--- config.mk ---
export PLATFORM = sky130hd
export DESIGN_NAME = imb_exec
export DESIGN_NICKNAME = d
export VERILOG_FILES = /design/src/inc/imb_pkg.sv /design/src/hdl/imb_exec.sv /design/src/hdl/imb_decode.sv
export SDC_FILE = /design/constraint.sdc
export NUM_CORES = 1
export LEC_CHECK = 0
export BUFFER_PORTS_ARGS = -buffer_cell sky130_fd_sc_hd__clkbuf_2
export CORE_UTILIZATION = 45
export DETAILED_ROUTE_END_ITERATION = 12
export GPL_TIMING_DRIVEN = 0
export PLACE_DENSITY_LB_ADDON = 0.08
export SYNTH_ARGS = -nofsm -noshare
export SYNTH_HDL_FRONTEND = slang
export SYNTH_HIERARCHICAL = 1
export SYNTH_SLANG_ARGS = --single-unit
--- constraint.sdc ---
create_clock -name clk -period 1.5 [get_ports clk]
set_clock_uncertainty 0.15 [all_clocks]
set_input_delay 0.3 -clock clk [delete_from_list [all_inputs] [get_ports clk]]
set_output_delay 0.3 -clock clk [all_outputs]
set_load 0.01 [all_outputs]
--- src/inc/imb_pkg.sv ---
// imb_pkg: constants shared by the increment / move / jump execution block
// assumes a 14-bit instruction word, 8-bit data path and 13-bit program counter
`default_nettype none
package imb_pkg;
  localparam int IW          = 14;            // instruction word width
  localparam int DW          = 8;             // data width
  localparam int AW          = 7;             // file address width
  localparam int PW          = 13;            // program counter width
  localparam int KW          = 11;            // jump immediate width
  localparam int UPW         = 8;             // upper latch width
  // opcode fields
  localparam logic [5:0] OPC_MOVE  = 6'h08;   // 00 1000 dfff ffff
  localparam logic [5:0] OPC_INC   = 6'h0a;   // 00 1010 dfff ffff
  localparam logic [5:0] OPC_INCSZ = 6'h0f;   // 00 1111 dfff ffff
  localparam logic [2:0] OPC_JUMP  = 3'h5;    // 10 1kkk kkkk kkkk
  localparam int OPC_HI      = 13;            // top of the opcode field
  localparam int OPC6_LO     = 8;             // low end of the 6-bit opcode
  localparam int OPC3_LO     = 11;            // low end of the 3-bit opcode
  localparam int DEST_BIT    = 7;             // destination select bit
  localparam int UPL_HI      = 4;             // latch bits copied to pc top
  localparam int UPL_LO      = 3;
  localparam logic [IW-1:0] NOP_WORD = 14'h0000;
  localparam logic [PW-1:0] PC_RST   = 13'h0000;
  localparam logic [DW-1:0] ONE      = 8'h01;
  localparam logic [DW-1:0] ZERO     = 8'h00;
  typedef enum logic [1:0] {IMB_NONE, IMB_MOVE, IMB_INC, IMB_INCSZ} imb_alu_op_t;
endpackage
`default_nettype wire

--- src/hdl/imb_exec.sv ---
// imb_exec: executes move, increment, increment-skip and unconditional jump
// assumes the fetch path feeds one word per cycle with instr_valid and that
// the file register read data for the word's address arrives combinationally.
`timescale 1ns/100ps
`default_nettype none
module imb_exec
  import imb_pkg::*;
(
  input  wire logic                    clk,
  input  wire logic                    resetn,
  input  wire logic                    instr_valid,
  input  wire logic [imb_pkg::IW-1:0]  instr,
  input  wire logic [imb_pkg::DW-1:0]  file_rdata,
  input  wire logic [imb_pkg::UPW-1:0] pc_upper_latch,
  output logic [imb_pkg::AW-1:0]       file_addr,
  output logic [imb_pkg::DW-1:0]       file_wdata,
  output logic                         file_we,
  output logic [imb_pkg::DW-1:0]       w_out,
  output logic                         zero_flag,
  output logic [imb_pkg::PW-1:0]       pc,
  output logic                         flush
);
  import imb_pkg::*;

  imb_alu_op_t       alu_op;
  logic              is_jump;
  logic              dest_file;
  logic [AW-1:0]     faddr;
  logic [KW-1:0]     jump_k;

  logic [DW-1:0]     w_r;
  logic              z_r;
  logic [PW-1:0]     pc_r;
  logic              flush_r;
  logic [AW-1:0]     addr_r;
  logic [DW-1:0]     wdata_r;
  logic              we_r;

  imb_decode u_dec (
    .instr     (instr),
    .alu_op    (alu_op),
    .is_jump   (is_jump),
    .dest_file (dest_file),
    .faddr     (faddr),
    .jump_k    (jump_k)
  );

  // an instruction executes only when valid and not the word being discarded
  wire           exec      = instr_valid && !flush_r;
  wire           do_move   = exec && (alu_op == IMB_MOVE);
  wire           do_inc    = exec && (alu_op == IMB_INC);
  wire           do_incsz  = exec && (alu_op == IMB_INCSZ);
  wire           do_jump   = exec && is_jump;
  wire           has_res   = do_move || do_inc || do_incsz;
  // 8-bit add drops the carry, so 0xff wraps to 0x00
  wire [DW-1:0]  inc_val   = file_rdata + ONE;
  wire [DW-1:0]  result    = do_move ? file_rdata : inc_val;
  wire           res_zero  = (result == ZERO);
  wire           skip      = do_incsz && res_zero;
  wire           z_upd     = do_move || do_inc;
  wire           to_file   = has_res && dest_file;
  wire           to_w      = has_res && !dest_file;
  // jump target: low bits from the word, top bits from the upper latch
  wire [PW-1:0]  jump_pc   = {pc_upper_latch[UPL_HI:UPL_LO], jump_k};
  wire [PW-1:0]  pc_nxt    = do_jump ? jump_pc :
                             instr_valid ? pc_r + PW'(1) : pc_r;
  wire [DW-1:0]  w_nxt     = to_w ? result : w_r;
  wire           z_nxt     = z_upd ? res_zero : z_r;

  // working register, zero flag and program counter
  always_ff @(posedge clk or negedge resetn) begin
    if (!resetn) begin
      w_r  <= ZERO;
      z_r  <= 1'b0;
      pc_r <= PC_RST;
    end else begin
      w_r  <= w_nxt;
      z_r  <= z_nxt;
      pc_r <= pc_nxt;
    end
  end

  // discard flag: the following fetched word becomes a nop cycle
  always_ff @(posedge clk or negedge resetn) begin
    if (!resetn) begin
      flush_r <= 1'b0;
    end else if (instr_valid) begin
      flush_r <= skip || do_jump;
    end
  end

  // registered file write port; write lands one cycle after execution
  // limitation: a word reading the address written by the word before it sees stale data
  always_ff @(posedge clk or negedge resetn) begin
    if (!resetn) begin
      we_r    <= 1'b0;
      addr_r  <= '0;
      wdata_r <= ZERO;
    end else begin
      we_r    <= to_file;
      addr_r  <= faddr;
      wdata_r <= result;
    end
  end

  assign file_addr  = addr_r;
  assign file_wdata = wdata_r;
  assign file_we    = we_r;
  assign w_out      = w_r;
  assign zero_flag  = z_r;
  assign pc         = pc_r;
  assign flush      = flush_r;

  // increment-skip never touches the zero flag
  chk_skip_keeps_z: assert property (@(posedge clk) disable iff (!resetn)
    do_incsz |=> zero_flag == $past(zero_flag))
    else $error("increment-skip changed the zero flag");

  chk_skip_zero_nop: assert property (@(posedge clk) disable iff (!resetn)
    (do_incsz && file_rdata == 8'hff && instr_valid) |=> flush)
    else $error("zero increment-skip did not discard next word");

  chk_skip_nonzero: assert property (@(posedge clk) disable iff (!resetn)
    (do_incsz && file_rdata != 8'hff) |=> !flush)
    else $error("nonzero increment-skip discarded next word");

  chk_jump_target: assert property (@(posedge clk) disable iff (!resetn)
    do_jump |=> pc == {$past(pc_upper_latch[4:3]), $past(instr[10:0])})
    else $error("jump target wrong");

  chk_jump_two_cyc: assert property (@(posedge clk) disable iff (!resetn)
    do_jump |=> (flush and (instr_valid |=> !flush)))
    else $error("jump did not take exactly two cycles");

  chk_move_to_w: assert property (@(posedge clk) disable iff (!resetn)
    (do_move && !instr[7]) |=> w_out == $past(file_rdata) && !file_we)
    else $error("move to W failed");

  chk_move_zflag: assert property (@(posedge clk) disable iff (!resetn)
    (do_move && instr[7]) |=> zero_flag == ($past(file_rdata) == 8'h00) && file_we)
    else $error("move to file did not set zero flag or write back");

  chk_inc_wrap: assert property (@(posedge clk) disable iff (!resetn)
    (do_inc && instr[7] && file_rdata == 8'hff) |=> file_we && file_wdata == 8'h00 && zero_flag)
    else $error("increment did not wrap with zero flag");

  chk_move_decode: assert property (@(posedge clk) disable iff (!resetn)
    (exec && instr[13:8] == 6'h08) |-> alu_op == IMB_MOVE)
    else $error("move pattern not decoded");

  // increment-skip to W: sum wraps, nothing goes to the file
  chk_skip_to_w: assert property (@(posedge clk) disable iff (!resetn)
    (do_incsz && !dest_file) |=> w_out == $past(file_rdata) + ONE && !file_we)
    else $error("increment-skip to W wrong");

  // increment-skip back to the file leaves the working register alone
  chk_skip_to_file: assert property (@(posedge clk) disable iff (!resetn)
    (do_incsz && dest_file) |=> file_we && file_wdata == $past(file_rdata) + ONE
      && file_addr == $past(faddr) && w_out == $past(w_out))
    else $error("increment-skip write-back wrong");

  // a jump moves the pc and raises the discard flag, never the working register, zero flag or file
  chk_jump_no_flags: assert property (@(posedge clk) disable iff (!resetn)
    do_jump |=> zero_flag == $past(zero_flag) && w_out == $past(w_out) && !file_we)
    else $error("jump changed state other than the pc");

  // plain increment to W: sum wraps and the zero flag follows it
  chk_inc_to_w: assert property (@(posedge clk) disable iff (!resetn)
    (do_inc && !dest_file) |=> w_out == $past(file_rdata) + ONE && !file_we
      && zero_flag == (w_out == ZERO))
    else $error("increment to W wrong");

  // plain increment back to the file, zero flag from the written value
  chk_inc_to_file: assert property (@(posedge clk) disable iff (!resetn)
    (do_inc && dest_file) |=> file_we && file_wdata == $past(file_rdata) + ONE
      && zero_flag == (file_wdata == ZERO) && w_out == $past(w_out))
    else $error("increment to file wrong");

  // move back to the file rewrites the same address with the same value
  chk_move_to_file: assert property (@(posedge clk) disable iff (!resetn)
    (do_move && dest_file) |=> file_wdata == $past(file_rdata)
      && file_addr == $past(faddr) && w_out == $past(w_out))
    else $error("move to file wrong");

  // single-cycle operations never discard the word after them
  chk_one_cycle_ops: assert property (@(posedge clk) disable iff (!resetn)
    (do_move || do_inc) |=> !flush)
    else $error("single-cycle operation discarded next word");

  // a discarded word is a nop that still advances the pc
  chk_discard_nop: assert property (@(posedge clk) disable iff (!resetn)
    (flush && instr_valid) |=> !flush && !file_we && w_out == $past(w_out)
      && zero_flag == $past(zero_flag) && pc == $past(pc) + PW'(1))
    else $error("discarded word was not a nop");

  // an empty fetch slot changes nothing and keeps a pending discard
  chk_idle_holds: assert property (@(posedge clk) disable iff (!resetn)
    !instr_valid |=> pc == $past(pc) && flush == $past(flush) && !file_we
      && w_out == $past(w_out))
    else $error("idle slot changed state");

  // every executed word but a jump steps the pc by one
  chk_pc_step: assert property (@(posedge clk) disable iff (!resetn)
    (exec && !is_jump) |=> pc == $past(pc) + PW'(1))
    else $error("pc did not step by one");

  // the discard only ever follows a jump or an increment-skip
  chk_flush_cause: assert property (@(posedge clk) disable iff (!resetn)
    $rose(flush) |-> $past(do_jump) || $past(do_incsz))
    else $error("discard raised without a jump or increment-skip");
endmodule
`default_nettype wire

--- src/hdl/imb_decode.sv ---
// imb_decode: combinational decode of one instruction word into an alu op
// assumes the word is already fetched and stable for the cycle
`timescale 1ns/100ps
`default_nettype none
module imb_decode
  import imb_pkg::*;
(
  input  wire logic [imb_pkg::IW-1:0] instr,
  output var imb_pkg::imb_alu_op_t    alu_op,
  output logic                        is_jump,
  output logic                        dest_file,
  output logic [imb_pkg::AW-1:0]      faddr,
  output logic [imb_pkg::KW-1:0]      jump_k
);
  wire [5:0] opc6;
  wire [2:0] opc3;
  // field extraction
  assign opc6      = instr[OPC_HI:OPC6_LO];
  assign opc3      = instr[OPC_HI:OPC3_LO];
  assign dest_file = instr[DEST_BIT];
  assign faddr     = instr[AW-1:0];
  assign jump_k    = instr[KW-1:0];
  assign is_jump   = (opc3 == OPC_JUMP);
  // opcode match; anything else is not this block's business
  assign alu_op = (opc6 == OPC_MOVE)  ? IMB_MOVE  :
                  (opc6 == OPC_INC)   ? IMB_INC   :
                  (opc6 == OPC_INCSZ) ? IMB_INCSZ : IMB_NONE;
endmodule
`default_nettype wire

# Word level (Yosys, flattened, before mapping)
# Cells that the tools add are included.
# classes
addsub	2
eq_ne	7
muxes	6
n_reduce_logical	15
# ops
op	count
2-to-1 mux 13 bit	2
equality test 6 x 4 -> 1 bit, second input constant	3
adder 13 x 1 -> 13 bit, second input constant	1
adder 8 x 1 -> 8 bit, second input constant	1
logical AND 1 bit	8
logical NOT 8 bit	1
2-to-1 mux 8 bit	1
2-to-1 mux 2 bit	3
equality test 2 bit, second input constant	2
equality test 3 bit, second input constant	1
logical OR 1 bit	3
equality test 2 x 1 -> 1 bit, second input constant	1
logical NOT 1 bit	2
nonzero test 2 bit	1
# word_totals
regBits	39
output_inout_bits	39
wordCells	37

# Logic depth before layout (Yosys ltp)
# Gate-level depths: netlist (run 1).
# logic_depth
word_depth	10
ltp_mapped	8
ltp_nobuf	7

# Hierarchy
# Netlist (run 1), hierarchy kept.
# by_module_without_submodules
mod	n_inst	cells_per_inst	area_each_um2	seq_area_each_um2
imb_exec	1	179	1833.0	975.9
imb_decode	1	26	192.7	0.0

# Least setup slack after synthesis (run 1)
# No wires, ideal clock.
# synth_path
path_kind	input to register
start	input instr[8] (netlist bit)
end	register flush_r (netlist: flush)
setup_time_ps	86
t_arrival_ps	1905
path_slack_ps	-641
stages	7
path_buffers	0
cell_sequence	or3_1 > a21boi_1 > nand4bb_1 > or3_1 > a21oi_1 > o2111ai_1 > o221ai_2
# synth_between
elab_chain_len	10
elab_cells_between_ends	14
classes_between	eq/ne (5); mux (4); reduce/logical (5)
# synth_lines
item	line	text
from (decl)	imb_exec.sv:12	input wire logic [imb_pkg::IW-1:0] instr,
equality test 6 x 4 -> 1 bit	imb_decode.sv:27	(opc6 == OPC_INCSZ) ? IMB_INCSZ : IMB_NONE;
2-to-1 mux 2 bit	imb_decode.sv:27	
2-to-1 mux 2 bit	imb_decode.sv:26	(opc6 == OPC_INC) ? IMB_INC :
2-to-1 mux 2 bit *	imb_decode.sv:25	assign alu_op = (opc6 == OPC_MOVE) ? IMB_MOVE :
net alu_op[0]	imb_exec.sv:25	imb_alu_op_t alu_op;
equality test 2 x 1 -> 1 bit	imb_exec.sv:50	wire do_move = exec && (alu_op == IMB_MOVE);
logical AND 1 bit	imb_exec.sv:50	
2-to-1 mux 8 bit	imb_exec.sv:57	wire [DW-1:0] result = do_move ? file_rdata : inc_val;
logical NOT 8 bit	imb_exec.sv:58	wire res_zero = (result == ZERO);
logical AND 1 bit *	imb_exec.sv:59	wire skip = do_incsz && res_zero;
logical OR 1 bit *	imb_exec.sv:88	flush_r <= skip || do_jump;
to (signal assigned)	imb_exec.sv:88	
to (decl)	imb_exec.sv:34	logic flush_r;
# Mark *: on every way through the listed nets, which the timed path passes. The rest lies on a longest branch.
# A chain may end at the register's enable or synchronous reset.

# Worst setup path after layout (run 1)
# Ends and elaborated chain as after synthesis.

==> impl_metrics.env, run 1 <==
export IMPL_cts_sinks=39
export IMPL_grt_pass1_wl_mm=8.17
export IMPL_cts_tree="built"
export IMPL_cp_max_fo=6
export IMPL_synth_top_area_share_pct=48.2
export IMPL_syn_num_nets=240
export IMPL_antenna_cells=0
export IMPL_worstPathRequired_ns=1.51
export IMPL_synthArstFlopShare_pct=100
export IMPL_hold_viol=0
export IMPL_p_leak_nw=1.47
export IMPL_status="finished with violations"
export IMPL_num_nets_final=333
export IMPL_dieArea_mm2=0.00477
export IMPL_nFillCells=300
export IMPL_io_pins=72
export IMPL_final_core_util_pct=72.6
export IMPL_drt_first_pass_iters=4
export IMPL_postSynthAreaPerCell_um2=9.88
export IMPL_gp_congestion=0.782
export IMPL_track_usage_pct=21.2
export IMPL_synth_edf_count=0
export IMPL_cts_buffer_depth=2
export IMPL_die_y_um=69.1
export IMPL_power_density_mw_per_mm2=1100
export IMPL_ir_drop_mv=0.646
export IMPL_drt_iter0_drc=61
export IMPL_period_share_pct=130
export IMPL_synth_top_area_cell="dfrtp_1"
export IMPL_worstMarginPinSlew_ns=0.989
export IMPL_cpMaxStageDelayCell="or3_4"
export IMPL_viasPerCell=5.29
export IMPL_layout_drive_gt1_share_pct=57.2
export IMPL_hold_path_class="primary input to asynchronous set/reset pin"
export IMPL_yosysUniqueCellTypes=45
export IMPL_end_kind="flop"
export IMPL_regArea_um2=977
export IMPL_reg2reg_depth=6
export IMPL_grt_pass1_vias=1792
export IMPL_synth_mux_area_fraction_pct=3.34
export IMPL_synthesis_area_mm2=0.00203
export IMPL_max_stage_delay_ns=0.39
export IMPL_fp_row_count=24
export IMPL_synthTopCellsByCount="dfrtp_1 (39), nand2_1 (22), buf_4 (19), a21oi_1 (14)"
export IMPL_synth_compound_area_share_pct=14.3
export IMPL_drv_cap=0
export IMPL_vias=1857
export IMPL_portBuffers=54
export IMPL_min_period_ns=1.95
export IMPL_setup_viol=24
export IMPL_initial_core_util_pct=46.5
export IMPL_crit_type="primary input to flop"
export IMPL_slew_violations=0
export IMPL_yosysMostFrequentCell="dfrtp_1"
export IMPL_cts_root_buffer_cell="clkbuf_8"
export IMPL_crit_path_start_kind="primary input"
export IMPL_cts_buffers_inserted=5
export IMPL_yosys_area_share_simple_pct=16.7
export IMPL_ys_seq_area_share_pct=48.2
export IMPL_synthTopCellsByArea="dfrtp_1 (48%), buf_4 (7.0%), nand2_1 (4.1%), a21oi_1 (3.5%), xnor2_1 (3.5%)"
export IMPL_die_x_um=69.1
export IMPL_syn_inst=205
export IMPL_grt_max_degree=40
export IMPL_worstPathArrival_ns=1.96
export IMPL_route_detailed_drc=0
export IMPL_dp_hpwl_mm=2.98
export IMPL_gr_total_overflow=0
export IMPL_synth_fa_ha_area_share_pct=1.24
export IMPL_area_delta_synth_final_pct=56.1
export IMPL_htreeDepth=2
export IMPL_clk_latency_ns=0.30
export IMPL_antenna_found_initial=0
export IMPL_wl_per_cell_um=14.6
export IMPL_yosys_warnings=6
export IMPL_core_area_mm2=0.00435
export IMPL_path_cells="buf_8 -> or3_4 -> a21boi_4 -> and4bb_1 -> buf_6 -> a2111o_1 -> a21oi_2 -> o2111ai_2 -> o221ai_2"
export IMPL_placed_cell_area_mm2=0.00245
export IMPL_synth_top_family_by_area="simple AND/OR/NAND/NOR gates"
export IMPL_max_slew_margin_rel_pct=34.1
export IMPL_yosys_register_bits=39
export IMPL_antenna_left=0
export IMPL_rsz0062_at_grt="true"
export IMPL_timing_final_ws_setup_ns=-0.448
export IMPL_max_freq_ghz=0.513
export IMPL_violations="negative setup slack"
export IMPL_wirelength_mm=5.13
export IMPL_synth_main_ff_cell="dfrtp_1"
export IMPL_synth_xor_area_share_pct=5.19
export IMPL_design_area_mm2=0.00316
export IMPL_clk_pin_slew_ns=0.08
export IMPL_multi_input_area_mm2=0.00114
stage by stage:
| step | setup WS [ns] | TNS (ns) | std cells | hold WS (ns) | total power, mW |
|---|---|---|---|---|---|
| final | -0.448 | -5.02 | 351 | 0.00196 | 3.49 |
| after global routing | -0.513 | -6.62 | 351 | 0.0700 | 3.67 |
| after CTS | -0.457 | -4.92 | 343 | 0.0457 | 3.39 |
| after detailed placement | -0.920 | -12.12 | 311 | 0.260 | 2.39 |
| after global placement | -0.878 | -11.60 | 311 | 0.259 | 2.38 |
| after floorplan | -0.560 | -5.95 | 205 | -0.146 | 2.01 |
metal layers:
metal  GRT usage (%)  part of all wire (%)  routed length [µm]  up-vias
met4            6.80                   1.3                  67        0
met1            27.2                    45                2300      913
met3            3.51                   3.5                 178        7
li1                -                     -                   -      894
met2            36.2                    50                2580       43
met5               0                     0                   0        -
registers in the layout, summed over array words and instances, names as in the netlist:
signal      count
flush           1
zero_flag       1
w_out           8
pc             13
file_addr       7
file_we         1
file_wdata      8
cell families (layout without fill, tap and decap cells):
| group | after synthesis | after routing |
|---|---|---|
| flip-flops | 39 | 39 |
| AND/OR/NAND/NOR | 65 | 65 |
| XOR/XNOR | 12 | 12 |
| multiplexers | 6 | 6 |
| AO/OA/AOI/OAI | 45 | 45 |
| adder cells (fa/ha/maj) | 2 | 2 |
| buffers and inverters | 36 | 130 |
timing repair:
action                                  CTS  global route
gates cloned                              1             1
hold buffers                              7             0
buffers inserted                         16             7
endpoints found under the hold margin     7             0
endpoints found under the setup margin   27            29
gates resized for setup                  46            34
pin swaps                                20            21
cell usage in the layout, fill, tap and decap left out, drive strengths merged, types with 2 or more instances in the layout:
| cell | n |
|---|---|
| and3 | 5 |
| o22ai | 5 |
| nand2 | 22 |
| nor2 | 7 |
| inv | 7 |
| o21ai | 10 |
| or3 | 2 |
| mux2 | 6 |
| nand3 | 9 |
| dfrtp | 39 |
| a21boi | 2 |
| xnor2 | 8 |
| a21oi | 14 |
| clkbuf | 64 |
| a31oi | 2 |
| nand4 | 5 |
| buf | 51 |
| ha | 2 |
| a31o | 2 |
| dlygate4sd3 | 7 |
| nor3 | 5 |
| xor2 | 4 |
| nor3b | 2 |
cell type report:
cell class | instances | share of cell area [%]
buffer | 29 | 8.23
clock buffer | 7 | 3.05
clock inverter | 1 | 0.237
inverter | 7 | 0.831
multi-input combinational | 130 | 36.0
sequential | 39 | 30.9
tap | 52 | 2.06
timing repair buffer | 86 | 18.7
report_power, final:
group / leakage [nW] / total (mW) / switching, mW / internal, mW
combinational: 0.958 / 1.18 / 0.575 / 0.607
clock: 0.0505 / 0.795 / 0.377 / 0.418
sequential: 0.464 / 1.51 / 0.239 / 1.28
total: 1.47 / 3.49 / 1.19 / 2.30
critical path, delay by kind of cell:
| kind | cells | cell delay, ns |
|---|---|---|
| AOI/OAI and AO/OA | 5 | 0.75 |
| buffers and inverters | 2 | 0.25 |
| and+or+nand+nor | 2 | 0.65 |
worst paths after layout:
check,start,to,slack (ns)
hold reg to reg,zero_flag,zero_flag,0.35
max in group asynchronous,resetn,pc[5],0.52
setup / recovery,instr[8],flush,-0.45
hold / removal,resetn,pc[8],0.002
min in group clk,instr[3],pc[3],0.07
setup reg to reg,flush,flush,-0.29
(Power assumes the default switching activity.)
==> run 2: changes to the inputs <==
SKIP_CTS_REPAIR_TIMING = 1   (was not set)
==> impl_metrics.env, run 2 (same netlist as run 1, synthesis figures left out) <==
export IMPL_max_freq_ghz=0.506
export IMPL_cts_buffers_inserted=5
export IMPL_vias=1808
export IMPL_wl_per_cell_um=13.6
export IMPL_hold_viol=0
export IMPL_core_area_mm2=0.00435
export IMPL_crit_path_start_kind="primary input"
export IMPL_post_place_ws_ns=-0.920
export IMPL_ir_drop_mv=0.639
export IMPL_worstPathRequired_ns=1.56
export IMPL_dieArea_mm2=0.00477
export IMPL_cts_root_buffer_cell="clkbuf_8"
export IMPL_grt_pass1_vias=1564
export IMPL_layout_drive_gt1_share_pct=54.9
export IMPL_cpMaxStageDelayCell="or3_4"
export IMPL_final_cells=347
export IMPL_drt_iter0_drc=51
export IMPL_clk_pin_slew_ns=0.08
export IMPL_timing_final_ws_setup_ns=-0.475
export IMPL_worstPathArrival_ns=2.03
export IMPL_final_core_util_pct=69.0
export IMPL_max_stage_delay_ns=0.39
export IMPL_reg2reg_depth=6
export IMPL_placed_cell_area_mm2=0.00245
export IMPL_worstMarginPinSlew_ns=0.990
export IMPL_portBuffers=54
export IMPL_power_density_mw_per_mm2=1120
export IMPL_slew_violations=0
export IMPL_cts_tree="built"
export IMPL_clk_latency_ns=0.29
export IMPL_grt_max_degree=40
export IMPL_design_area_mm2=0.00300
export IMPL_finalSetupTns_ns=-5.86
export IMPL_grt_pass1_wl_mm=7.16
export IMPL_worstReg2RegEnd="flush"
export IMPL_dp_hpwl_mm=2.98
export IMPL_layout_commonest_cell="clkbuf_2"
export IMPL_die_x_um=69.1
export IMPL_initial_core_util_pct=46.5
export IMPL_rr_startpoint="flush"
export IMPL_io_pins=72
export IMPL_crit_type="primary input to flop"
export IMPL_min_period_ns=1.98
export IMPL_gr_total_overflow=0
export IMPL_regToRegSetupSlack_ns=-0.28
export IMPL_antenna_cells=0
export IMPL_setup_viol=30
export IMPL_max_slew_margin_rel_pct=34.0
export IMPL_route_detailed_drc=0
export IMPL_hold_path_class="primary input to asynchronous set/reset pin"
export IMPL_track_usage_pct=18.4
export IMPL_status="finished with violations"
export IMPL_cp_max_fo=5
export IMPL_violations="negative setup slack"
export IMPL_path_cells="buf_8 -> or3_4 -> a21boi_4 -> buf_6 -> nand4bb_4 -> or3_4 -> a21oi_2 -> o2111ai_2 -> o221ai_2"
export IMPL_rsz0062_at_grt="true"
export IMPL_antenna_left=0
export IMPL_wirelength_mm=4.73
export IMPL_gp_congestion=0.782
export IMPL_die_y_um=69.1
export IMPL_layout_common_cells="clkbuf_2 (52), dfrtp_1 (38), buf_4 (37)"
export IMPL_dp_cells=311
export IMPL_cts_sinks=39
export IMPL_crit_top_cell="or3_4"
export IMPL_crit_family="simple AND/OR/NAND/NOR gates"
export IMPL_cts_buffer_depth=2
export IMPL_period_share_pct=132
export IMPL_worst_path_buf_inv=2
export IMPL_viasPerCell=5.21
export IMPL_end_kind="flop"
export IMPL_drt_first_pass_iters=4
export IMPL_nFillCells=330
export IMPL_area_delta_synth_final_pct=48.3
export IMPL_num_nets_final=329
export IMPL_htreeDepth=2
export IMPL_drv_cap=0
export IMPL_p_leak_nw=1.42
export IMPL_antenna_found_initial=0
export IMPL_largest_reg_flops=13
export IMPL_fp_row_count=24
## run 2: cell count changes in the layout (fill, tap and decap cells not counted), moves of 3 or more
cell / previous run / this run
mux2_2: 0 / 6
mux2_4: 6 / 0
o22ai_1: 0 / 3
o22ai_2: 5 / 2
## run 2: layout make-up
type	count	area (µm²)	area share, %
Multi-Input combinational cell	130	1080	35.9
Tap cell	52	65.1	2.17
Buffer	29	229	7.62
Inverter	7	26.3	0.875
Clock buffer	7	96.3	3.21
Clock inverter	1	7.51	0.250
Sequential cell	39	977	32.5
Timing Repair Buffer	82	526	17.5
## run 2: worst max path at each step
stage | endpoint | slack [ns] | cells past startpoint | start
after floorplan | flush | -0.56 | 7 | instr[8]
after global placement | flush | -0.88 | 9 | instr[8]
after detailed placement | zero_flag | -0.92 | 9 | instr[8]
after CTS | zero_flag | -0.68 | 9 | instr[8]
after global routing | flush | -0.54 | 9 | instr[8]
final | flush | -0.48 | 9 | instr[8]
## run 2: metal layers
metal	wire, µm	vias to the layer above	global-route usage (%)
li1	-	883	-
met1	2170	866	24.5
met2	2290	53	30.0
met3	210	6	3.95
met4	51	0	6.12
met5	0	-	0
## run 2: through the flow
step | hold WS [ns] | power (mW)
floorplan | -0.146 | 2.01
global placement | 0.259 | 2.38
detailed placement | 0.260 | 2.39
CTS | -0.0452 | 3.18
global route | 0.0715 | 3.55
finish | 0.0104 | 3.37
## run 2: report_power, final
| part | internal [mW] | total [mW] | switching, mW |
|---|---|---|---|
| clock | 0.418 | 0.792 | 0.373 |
| combinational | 0.530 | 1.05 | 0.525 |
| sequential | 1.28 | 1.52 | 0.243 |
| total | 2.22 | 3.37 | 1.14 |
